--- config.mk ---
export PLATFORM = sky130hd
export DESIGN_NAME = pc_sequencer
export DESIGN_NICKNAME = d
export VERILOG_FILES = /design/src/pc_stack_pkg.sv /design/src/stack_if.sv /design/src/pc_return_stack.sv /design/src/pc_sequencer.sv
export SDC_FILE = /design/constraint.sdc
export NUM_CORES = 1
export LEC_CHECK = 0
export BUFFER_PORTS_ARGS = -buffer_cell sky130_fd_sc_hd__buf_2
export CELL_PAD_IN_SITES_DETAIL_PLACEMENT = 0
export CELL_PAD_IN_SITES_GLOBAL_PLACEMENT = 2
export CORE_MARGIN = 3
export CORE_UTILIZATION = 42
export CTS_BUF_LIST = sky130_fd_sc_hd__clkbuf_8
export DETAILED_ROUTE_END_ITERATION = 8
export PLACE_DENSITY = 0.93
export SYNTH_ARGS = -nofsm -noshare
export SYNTH_HDL_FRONTEND = slang
export SYNTH_SLANG_ARGS = --single-unit
--- constraint.sdc ---
create_clock -name clk -period 11.25 [get_ports clk]
set_clock_uncertainty 0.15 [all_clocks]
set_input_delay 2.25 -clock clk [delete_from_list [all_inputs] [get_ports clk]]
set_output_delay 2.25 -clock clk [all_outputs]
set_load 0.02 [all_outputs]
--- src/pc_stack_pkg.sv ---
// Shared constants and types for the program counter and return stack.
package pc_stack_pkg;

   // Widths of the program counter and its parts.
   localparam int PC_W = 13;
   localparam int LOW_W = 8;
   localparam int UPPER_W = 5;
   localparam int LATCH_W = 8;

   // The jump operand covers the low byte plus upper bits 2:0.
   localparam int OPER_W = 11;

   // Holding latch bit positions that feed the upper counter bits.
   localparam int LATCH_LOW_MSB = 4;
   localparam int LATCH_JUMP_MSB = 4;
   localparam int LATCH_JUMP_LSB = 3;

   // Return stack geometry.
   localparam int STACK_DEPTH = 8;
   localparam int STACK_PTR_W = 3;

   // Program counter value type.
   typedef logic [PC_W-1:0] pc_t;

   // Reset values.
   localparam pc_t PC_RESET = 13'h0000;
   localparam logic [LATCH_W-1:0] LATCH_RESET = 8'h00;
   localparam logic [STACK_PTR_W-1:0] PTR_RESET = 3'h0;

   // Default interrupt vector address.
   localparam pc_t INT_VECTOR_DEFAULT = 13'h0004;

   // Low byte value from which an add rolls over to zero.
   localparam logic [LOW_W-1:0] LOW_ALL_ONES = 8'hFF;
   localparam logic [LOW_W-1:0] LOW_ZERO = 8'h00;

   // Next sequential address; wraps at the top of the 13-bit space.
   function automatic pc_t pc_plus_one(input pc_t pc);
      pc_plus_one = pc + 13'h0001;
   endfunction

endpackage

--- src/stack_if.sv ---
// Push and pop signals between the counter and its return stack.
`timescale 1ns/1ps
interface stack_if;
   import pc_stack_pkg::*;

   // Requests from the counter side.
   logic push;
   logic pop;
   pc_t push_data;

   // Entry that a pop would return.
   pc_t top_data;

   modport owner(output push, output pop, output push_data, input top_data);
   modport store(input push, input pop, input push_data, output top_data);
endinterface

--- src/pc_return_stack.sv ---
// Circular hardware return stack with a hidden pointer.
`timescale 1ns/1ps
module pc_return_stack
   import pc_stack_pkg::*;
#(
   parameter int DEPTH = STACK_DEPTH,
   parameter int PTR_BITS = STACK_PTR_W
) (
   // Clock and reset
   input wire logic clk,
   input wire logic rst,
   // Counter side
   stack_if.store stk
);

   ////////////////////////////////////////////////////////////////////////////
   // Storage and pointer.

   pc_t mem [DEPTH];
   logic [PTR_BITS-1:0] ptr_reg;
   wire logic [PTR_BITS-1:0] ptr_inc = ptr_reg + 1'h1;
   wire logic [PTR_BITS-1:0] ptr_dec = ptr_reg - 1'h1;
   wire logic [PTR_BITS-1:0] ptr_next = stk.push ? ptr_inc : (stk.pop ? ptr_dec : ptr_reg);

   // The pointer names the next free slot, so the top sits one below it.
   assign stk.top_data = mem[ptr_dec];

   // Pointer wraps modulo the depth in both directions, and nothing flags it.
   always_ff @(posedge clk or posedge rst) begin // see (RL11) see (RL13) see (RL12)
      if (rst) begin
         ptr_reg <= PTR_RESET;
      end else begin
         ptr_reg <= ptr_next;
      end
   end

   // A push writes the free slot; once full it silently overwrites the oldest.
   always_ff @(posedge clk or posedge rst) begin // see (RL11)
      if (rst) begin
         for (int i = 0; i < DEPTH; i++) begin
            mem[i] <= PC_RESET;
         end
      end else if (stk.push) begin
         mem[ptr_reg] <= stk.push_data;
      end
   end
endmodule

--- src/pc_sequencer.sv ---
// Program counter with high holding latch, driving the return stack.
`timescale 1ns/1ps
//
// Overview of operation
// (RL1) The counter is 13 bits wide and its low byte is a data register read and written.
// (RL2) The upper five bits cannot be read or written directly, only loaded from the latch.
// (RL3) Any reset clears the whole counter to zero.
// (RL4) A write to the low byte loads the upper bits from latch bits 4:0 in the same cycle.
// (RL5) Call and goto take low byte and upper bits 2:0 from the operand, bits 4:3 from the latch.
// (RL6) An add that rolls the low byte past all ones gives no carry into the upper bits.
// (RL7) An eight-entry, 13-bit return stack has a pointer that instructions cannot reach.
// (RL8) Calls and interrupt vectoring push the counter onto the stack.
// (RL9) Plain return, return with literal and return from interrupt pop the stack.
// (RL10) Pushes and pops leave the holding latch unchanged.
// (RL11) The stack is circular, so the ninth push overwrites the first.
// (RL12) No status flag reports stack overflow or underflow.
// (RL13) Pops step the pointer down modulo eight and wrap without any error.
//
module pc_sequencer
   import pc_stack_pkg::*;
#(
   parameter pc_t INT_VECTOR = INT_VECTOR_DEFAULT
) (
   // Clock and reset
   input wire logic clk,
   input wire logic rst,
   // Sequencing strobes from the instruction decoder
   input wire logic pc_advance,
   input wire logic int_branch,
   // Call and goto
   input wire logic jump,
   input wire logic jump_is_call,
   input wire logic [OPER_W-1:0] jump_target,
   // Returns of all three kinds
   input wire logic ret_plain,
   input wire logic return_with_literal,
   input wire logic return_from_interrupt,
   // Data writes to the low byte, including add_work_to_file results
   input wire logic low_write,
   input wire logic [LOW_W-1:0] low_wdata,
   // Data writes to the holding latch
   input wire logic latch_write,
   input wire logic [LATCH_W-1:0] latch_wdata,
   // Fetch address and data read values
   output logic [PC_W-1:0] pc_addr,
   output logic [LOW_W-1:0] pc_low_rdata,
   output logic [LATCH_W-1:0] latch_rdata
);

   ////////////////////////////////////////////////////////////////////////////
   // State.

   logic [LOW_W-1:0] pc_low_byte_reg;
   logic [UPPER_W-1:0] pc_upper_bits_reg;
   logic [LATCH_W-1:0] pc_high_holding_latch_reg;

   stack_if stk();

   // Current counter as one word.
   wire pc_t pc_cur = {pc_upper_bits_reg, pc_low_byte_reg};

   ////////////////////////////////////////////////////////////////////////////
   // Decode of the decoder strobes, highest priority first.

   // All three return flavours behave the same here; the literal and the
   // interrupt enable are handled by the decoder and interrupt logic.
   wire logic ret_any = ret_plain | return_with_literal | return_from_interrupt;

   // Vectoring wins over everything, since the decoder is then discarding the
   // instruction in flight; a jump wins over a return in the same cycle.
   wire logic int_sel = int_branch;
   wire logic jump_sel = jump & ~int_sel;
   wire logic call_sel = jump_sel & jump_is_call;
   wire logic ret_sel = ret_any & ~int_sel & ~jump_sel;
   wire logic low_sel = low_write & ~int_sel & ~jump_sel & ~ret_sel;
   wire logic adv_sel = pc_advance & ~int_sel & ~jump_sel & ~ret_sel & ~low_sel;

   ////////////////////////////////////////////////////////////////////////////
   // Candidate next addresses.

   // Sequential fetch.
   wire pc_t pc_inc = pc_plus_one(pc_cur);

   // Page bits of a jump come from the latch, the rest from the operand.
   wire logic [1:0] jump_page = pc_high_holding_latch_reg[LATCH_JUMP_MSB:LATCH_JUMP_LSB];
   wire pc_t jump_pc = {jump_page, jump_target}; // see (RL5)

   // A low byte write replaces all 13 bits at once; the written byte is the
   // ALU result, so an add past all ones simply leaves the latch bits on top.
   wire logic [UPPER_W-1:0] low_page = pc_high_holding_latch_reg[LATCH_LOW_MSB:0];
   wire pc_t low_pc = {low_page, low_wdata}; // see (RL4) see (RL6)

   // Selected next value of the whole counter.
   wire pc_t pc_next = int_sel ? INT_VECTOR :
                       jump_sel ? jump_pc :
                       ret_sel ? stk.top_data :
                       low_sel ? low_pc :
                       adv_sel ? pc_inc : pc_cur;

   ////////////////////////////////////////////////////////////////////////////
   // Stack requests.

   // A call saves the address after itself; an interrupt saves the address of
   // the instruction it pre-empts, so that instruction runs after the return.
   assign stk.push = int_sel | call_sel; // see (RL8)
   assign stk.push_data = int_sel ? pc_cur : pc_inc; // see (RL8)
   assign stk.pop = ret_sel; // see (RL9)

   ////////////////////////////////////////////////////////////////////////////
   // Registers.

   // The counter itself; reset of any source clears every bit.
   always_ff @(posedge clk or posedge rst) begin // see (RL3)
      if (rst) begin
         pc_low_byte_reg <= PC_RESET[LOW_W-1:0];
         pc_upper_bits_reg <= PC_RESET[PC_W-1:LOW_W];
      end else begin
         pc_low_byte_reg <= pc_next[LOW_W-1:0]; // see (RL1)
         pc_upper_bits_reg <= pc_next[PC_W-1:LOW_W]; // see (RL2)
      end
   end

   // The latch changes only on its own data write, never on a push or a pop.
   always_ff @(posedge clk or posedge rst) begin // see (RL10)
      if (rst) begin
         pc_high_holding_latch_reg <= LATCH_RESET;
      end else if (latch_write) begin
         pc_high_holding_latch_reg <= latch_wdata;
      end
   end

   ////////////////////////////////////////////////////////////////////////////
   // Return stack; its pointer is hidden inside and no flag leaves it.

   pc_return_stack #(
      .DEPTH(STACK_DEPTH),
      .PTR_BITS(STACK_PTR_W)
   ) u_stack (
      .clk(clk),
      .rst(rst),
      .stk(stk.store)
   ); // see (RL7) see (RL12)

   ////////////////////////////////////////////////////////////////////////////
   // Outputs, taken straight from the registers.

   // The upper bits reach only the fetch address, never a data read port.
   assign pc_addr = pc_cur; // see (RL2)
   assign pc_low_rdata = pc_low_byte_reg; // see (RL1)
   assign latch_rdata = pc_high_holding_latch_reg;
endmodule

== After elaboration in Yosys (flattened, before gate mapping) ==
Cells that the tools add are included.
Storage, ports and cells
  input bits: 38
  output and inout bits: 29
  flip-flop bits (word level): 128
  word-level logic and storage cells: 55
Cells by class
  $add $sub $neg: 3
  reduce and logical (&&, ||, !) cells: 3
  order comparisons: 3
  bitwise gates (word level): 20
  mux-type cells: 14
Operators by type and width (count)
  2-to-1 mux 13 bit: 9
  bitwise mux 104 bit: 1
  binary-select mux 13 bit (select 3 bit): 1
  demux 13 bit (select 3 bit): 1
  adder 13 x 1 -> 13 bit (second input constant): 1
  bitwise AND 1 bit: 11
  >= comparator 4 bit (second input constant): 2
  NOT 3 -> 4 bit: 2
  2-to-1 mux 3 bit: 2
  nonzero test 5 bit: 1
  less-than comparator 4 x 1 -> 1 bit (second input constant): 1
  NOT 1 bit: 4
  adder 3 x 1 -> 3 bit (second input constant): 1
  OR 1 bit: 3
  subtractor 3 x 1 -> 3 bit (second input constant): 1
  nonzero test 2 bit: 1
  logical AND 1 bit: 1

== Logic depth before layout (Yosys ltp) ==
  depth in word-level cells: 13
  depth in mapped cells: 10
  gate-level depth less buffers: 7

== Hierarchy ==
From an unflattened synthesis, not the netlist that was laid out.
Unflattened totals
  cell total of the unflattened synthesis: 592
  area total of the unflattened synthesis: 6832.8 µm²
Modules (own cells, without submodules)
  pc_return_stack: cells each 383, times used 1, seq. area each 2677.6 µm², area each 5134.9 µm²
  pc_sequencer: cells each 209, times used 1, seq. area each 525.5 µm², area each 1697.9 µm²

== Least setup slack after synthesis ==
No wires, ideal clock.
  path type: in2reg
  from: in int_branch
  to: reg u_stack.mem[38] in the netlist's numbering
  library setup time: 142 ps
  arrival time: 3351 ps
  stages: 5
  required time: 10958 ps
  buffers on the path: 0
  slack: 7607 ps
  cell sequence: and2b_1 -> nand3_1 -> nor4_1 -> xnor2_1 -> o21ai_0
Between the ends
  longest elaborated chain between the ends: 4
  elaborated cells on any way between the ends: 6
  classes of those cells: mux: 2; bitwise: 4
Ends and longest elaborated chain
  from (decl): line pc_sequencer.sv:29  | input wire logic int_branch,
  NOT 1 bit: line pc_sequencer.sv:72  | wire logic jump_sel = jump & ~int_sel;
  bitwise AND 1 bit: line pc_sequencer.sv:72
  bitwise AND 1 bit: line pc_sequencer.sv:73  | wire logic call_sel = jump_sel & jump_is_call;
  OR 1 bit: line pc_sequencer.sv:105  | assign stk.push = int_sel | call_sel;
  to (signal, indexed assignment): line pc_return_stack.sv:44  | mem[ptr_reg] <= stk.push_data;
  to (decl): line pc_return_stack.sv:19  | pc_t mem [DEPTH];
Several ways; a longest one is shown, not always the timed one.
A chain may end at the register's enable or synchronous reset.

== Final worst setup path ==
  from: in int_branch
  to: reg pc_low_byte_reg[2] (netlist: pc_low_rdata[2])
Between the ends
  longest elaborated chain between the ends: 10
  elaborated cells on any way between the ends: 19
  classes of those cells: mux: 4; bitwise: 14; reduce/logical: 1
Ends and longest elaborated chain
  NOT 1 bit
  bitwise AND 1 bit: line pc_sequencer.sv:72
  NOT 1 bit: line pc_sequencer.sv:74, pc_sequencer.sv:75, pc_sequencer.sv:76
  bitwise AND 1 bit: line pc_sequencer.sv:74  | wire logic ret_sel = ret_any & ~int_sel & ~jump_sel;
  NOT 1 bit: line pc_sequencer.sv:75, pc_sequencer.sv:76
  bitwise AND 1 bit: line pc_sequencer.sv:75  | wire logic low_sel = low_write & ~int_sel & ~jump_sel & ~ret_sel;
  2-to-1 mux 13 bit: line pc_sequencer.sv:97  | low_sel ? low_pc :
  2-to-1 mux 13 bit: line pc_sequencer.sv:96  | ret_sel ? stk.top_data :
  2-to-1 mux 13 bit: line pc_sequencer.sv:95  | jump_sel ? jump_pc :
  2-to-1 mux 13 bit: line pc_sequencer.sv:94  | wire pc_t pc_next = int_sel ? INT_VECTOR :
  to (signal assigned): line pc_sequencer.sv:115  | pc_low_byte_reg <= PC_RESET[LOW_W-1:0];
  to (signal assigned): line pc_sequencer.sv:118  | pc_low_byte_reg <= pc_next[LOW_W-1:0];
  to (decl): line pc_sequencer.sv:53  | logic [LOW_W-1:0] pc_low_byte_reg;
Several ways; a longest one is shown, not always the timed one.

==> metrics.md <==
| Metric | Value |
|---|---|
| TritonCTS clock tree | `built` |
| Worst Tran Pin Value | `1.20 ns` |
| NumNets Final | `719` |
| Antenna diode instance count | `0` |
| Leading register cell type out of synthesis | `dfrtp_1` |
| Detail-routed via count per cell | `5.61` |
| Vias in the first global route | `4801` |
| Global-route wire length before repair | `26.5 mm` |
| Syn_nets | `a little under 700` |
| TritonCTS Buffers | `17` |
| Resized Gates After CTS | `0` |
| Sort of element at the start of the critical path | `input port` |
| Clock transition at the registers of the reported paths | `0.07 ns` |
| RSZ-0062 raised after global routing | `false` |
| FP Rows | `44` |
| Critical Path Slowest Stage Cell | `nor3_1` |
| Highest clock rate | `240 MHz` |
| Arrival time at the worst endpoint | `4.33 ns` |
| Number of sinks on the clock net | `128` |
| Count of pins over their slew limit | `0` |
| Worst path required time | `11.43 ns` |
| Total negative slack | `0 ns` |
| Number of buffers added to fix hold violations after cts | `0` |
| Number of buffers on the longest clock path | `2` |
| Ordered list of cells on the worst path | `buf_2 -> nor2_1 -> nand2_1 -> nor3_1 -> a221oi_1 -> o311ai_0` |
| Critical path fanouts, max | `14` |
| Post-synthesis cell area | `6310 um^2` |
| Max-cap viol count | `0` |
| Weighted congestion reported at the end of routability-driven placement | `0.850` |
| CTS Root Cell | `clkbuf_8` |
| Die boundary width | `129 um` |
| Number of flip-flops in the largest register | `104` |
| Relative slew slack | `19.2%` |
| HP Class | `flip-flop to flip-flop` |
| Average routed wire per standard cell | `18.9 um` |
| Number of cells traversed by the worst hold path | `2` |
| Detailed-routing iteration count for the pre-antenna-repair pass | `5` |
| Total count of hold-check failures in the final report | `0` |
| Count of state elements after synthesis | `128` |
| Cell Count, Final, Fillers Out | `between 800 and 900` |
| Number of violations reported at the end of detailed-routing iteration 0 | `449` |
| Total vias in the final route | `4896` |
| Boundary Pins | `between 60 and 70` |
| Portion of the clock cycle consumed by the worst path in the final layout | `a little under two fifths` |
| Register-to-register path setup slack | `8.33 ns` |
| Clock insertion delay at the later pin of the skew report | `roughly 0.44 ns` |
| Top reg by flops | `u_stack.mem` |
| Result of the run | `finished, final reports clean` |
| Die Footprint | `16500 um^2` |
| Top cells by area, synth | `dfrtp_1, mux4_2, nand2_1, a21oi_1, o21ai_0` |
| Port Buf Inserts | `66` |
| Placed Cells incl. Taps | `843` |
| Path depth of the worst reg2reg path | `7` |
| Biggest area consumer among synthesized cells | `dfrtp_1` |
| Area Overhead vs Synth | `11.8%` |
| Antenna violations before repair | `0` |
| Initial Util | `a little over two fifths` |
| Largest net degree at the start of global routing | `78` |
| H-tree Lvls | `4` |
| Final setup viols | `0` |
| Final worst path period need | `4.16 ns` |
| Startpoint of the most critical hold path | `u_stack.mem[86]$_DFFE_PP0P_` |
| Mean Syn Cell Area | `9.95 um^2` |
| Setup CP Type | `input port to flip-flop` |
| R2r endpoint | `pc_low_rdata[4]$_DFFE_PP0P_` |
| Cell leakage power | `between 3 and 4 nW` |
| Share of the yosys chip area belonging to registers | `50.8%` |
| Total Routing Usage GR | `about a fifth` |
| Fraction of final layout cells sized beyond drive strength 1 | `19.4%` |
| Antenna violation net count after detailed routing | `0` |
| Yosys warnings | `0` |
| Power Dens Cells | `296 nW/um^2` |
| Synthesized netlist cell count | `634` |
| Core footprint | `14600 um^2` |
| Buffers inserted during post-CTS setup optimization | `0` |
| Share of synthesized flip-flops with an asynchronous set or reset | `100%` |
| Count of cell types in the netlist | `51` |
| Routed wire length | `16.5 mm` |
| Max incr delay on CP | `0.95 ns` |
| Worst IR drop on VDD | `0.0951 mV` |
| DPL Wire Length | `between 10 and 15 mm` |
| Total DRC errors in the routed layout | `0` |
| Kind of capture point of the worst setup path | `flip-flop` |
| Worst min-delay path endpoint | `u_stack.mem[86]$_DFFE_PP0P_` |
| Total gr overflow | `0` |
| Die height | `129 um` |
| Launching point of the worst reg2reg path | `u_stack.ptr_reg[1]$_DFFE_PP0P_` |
| Post-synth top area share | `50.8%` |
| Post-synth EDFFs | `0` |
cells in the mapped netlist (all sizes together), types with 6 or more instances:
master / number
o21ai: 65
mux4: 21
nor4: 6
mux2i: 9
nor2: 64
clkbuf: 19
a21oi: 68
nor3: 10
a22oi: 9
mux2: 8
xnor2: 17
dfrtp: 128
nand3: 16
buf: 30
inv: 13
nand4: 10
xor2: 8
nand2: 92
routing by layer:
metal	routed length [um]	global-route usage, %	vias to the layer above
met2	7590	32.6	188
met1	7450	29.1	2378
li1	-	-	2307
met3	1150	5.11	23
met5	0	0	-
met4	284	7.29	0
worst max-delay path: cells and delay by family:
kind	cells	cell delay (ns)
AO/OA/AOI/OAI	2	0.36
AND/OR/NAND/NOR	3	1.52
buffers and inverters	1	0.19
cell families after synthesis:
logic type               count (synthesis)  share of synthesized area (%)
adder cells (fa/ha/maj)                  3                          0.595
AO/OA/AOI/OAI                          163                           14.3
multiplexers                            38                           10.5
AND/OR/NAND/NOR                        215                           15.1
buffers and inverters                   62                           5.04
flip-flops                             128                           50.8
XOR/XNOR                                25                           3.71
power by group:
group	internal, mW	switching (mW)
combinational	0.373	0.528
clock	0.223	0.174
sequential	0.657	0.135
total	1.25	0.837
layout make-up:
cell class	count	area (um^2)
inverters	13	51.3
clock inverters	11	128
flip-flops and latches	128	3200
clock buffers	19	262
fillers	1375	7590
multi-input cells	444	2790
repair buffers	74	390
well taps	184	230
placed cells by master, fill, tap and decap left out, drive strengths merged, types with 2 or more instances in the layout:
master    instances
dfrtp           128
nand2            92
buf              74
a21oi            68
o21ai            65
nor2             64
mux4             21
clkbuf           19
inv              19
xnor2            17
nand3            16
nand4            10
nor3             10
a22oi             9
mux2i             9
mux2              8
xor2              8
nor4              6
o21a              5
a221oi            5
or3               4
and3              3
nor2b             3
bufinv            3
ha                3
o2111ai           2
nand2b            2
clkinvlp          2
stage by stage:
stage / hold WS [ns] / utilization, % / power (mW) / cell area (um^2) / setup WS (ns)
2_1_floorplan: 0.295 / - / 1.47 / 6310 / 5.44
3_3_place_gp: 0.306 / 45.5 / 1.67 / 6670 / 6.80
3_5_place_dp: 0.314 / 45.5 / 1.70 / 6670 / 6.67
4_1_cts: 0.331 / 48.2 / 2.10 / 7060 / 7.18
5_1_grt: 0.352 / 48.2 / 2.25 / 7060 / 6.95
6_report: 0.332 / 48.2 / 2.09 / 7060 / 7.09
worst max-delay path by stage:
stage,to,depth (start not counted),slack (ns),start
after floorplan,latch_rdata[0]$_DFFE_PP0P_,1,5.44,rst
after global placement,pc_low_rdata[2]$_DFFE_PP0P_,6,6.80,int_branch
after detailed placement,pc_low_rdata[2]$_DFFE_PP0P_,6,6.67,int_branch
after CTS,pc_low_rdata[2]$_DFFE_PP0P_,6,7.18,int_branch
after global routing,pc_low_rdata[2]$_DFFE_PP0P_,6,6.95,int_branch
final,pc_low_rdata[2]$_DFFE_PP0P_,6,7.09,int_branch
Power figures use the tool's default switching activity.
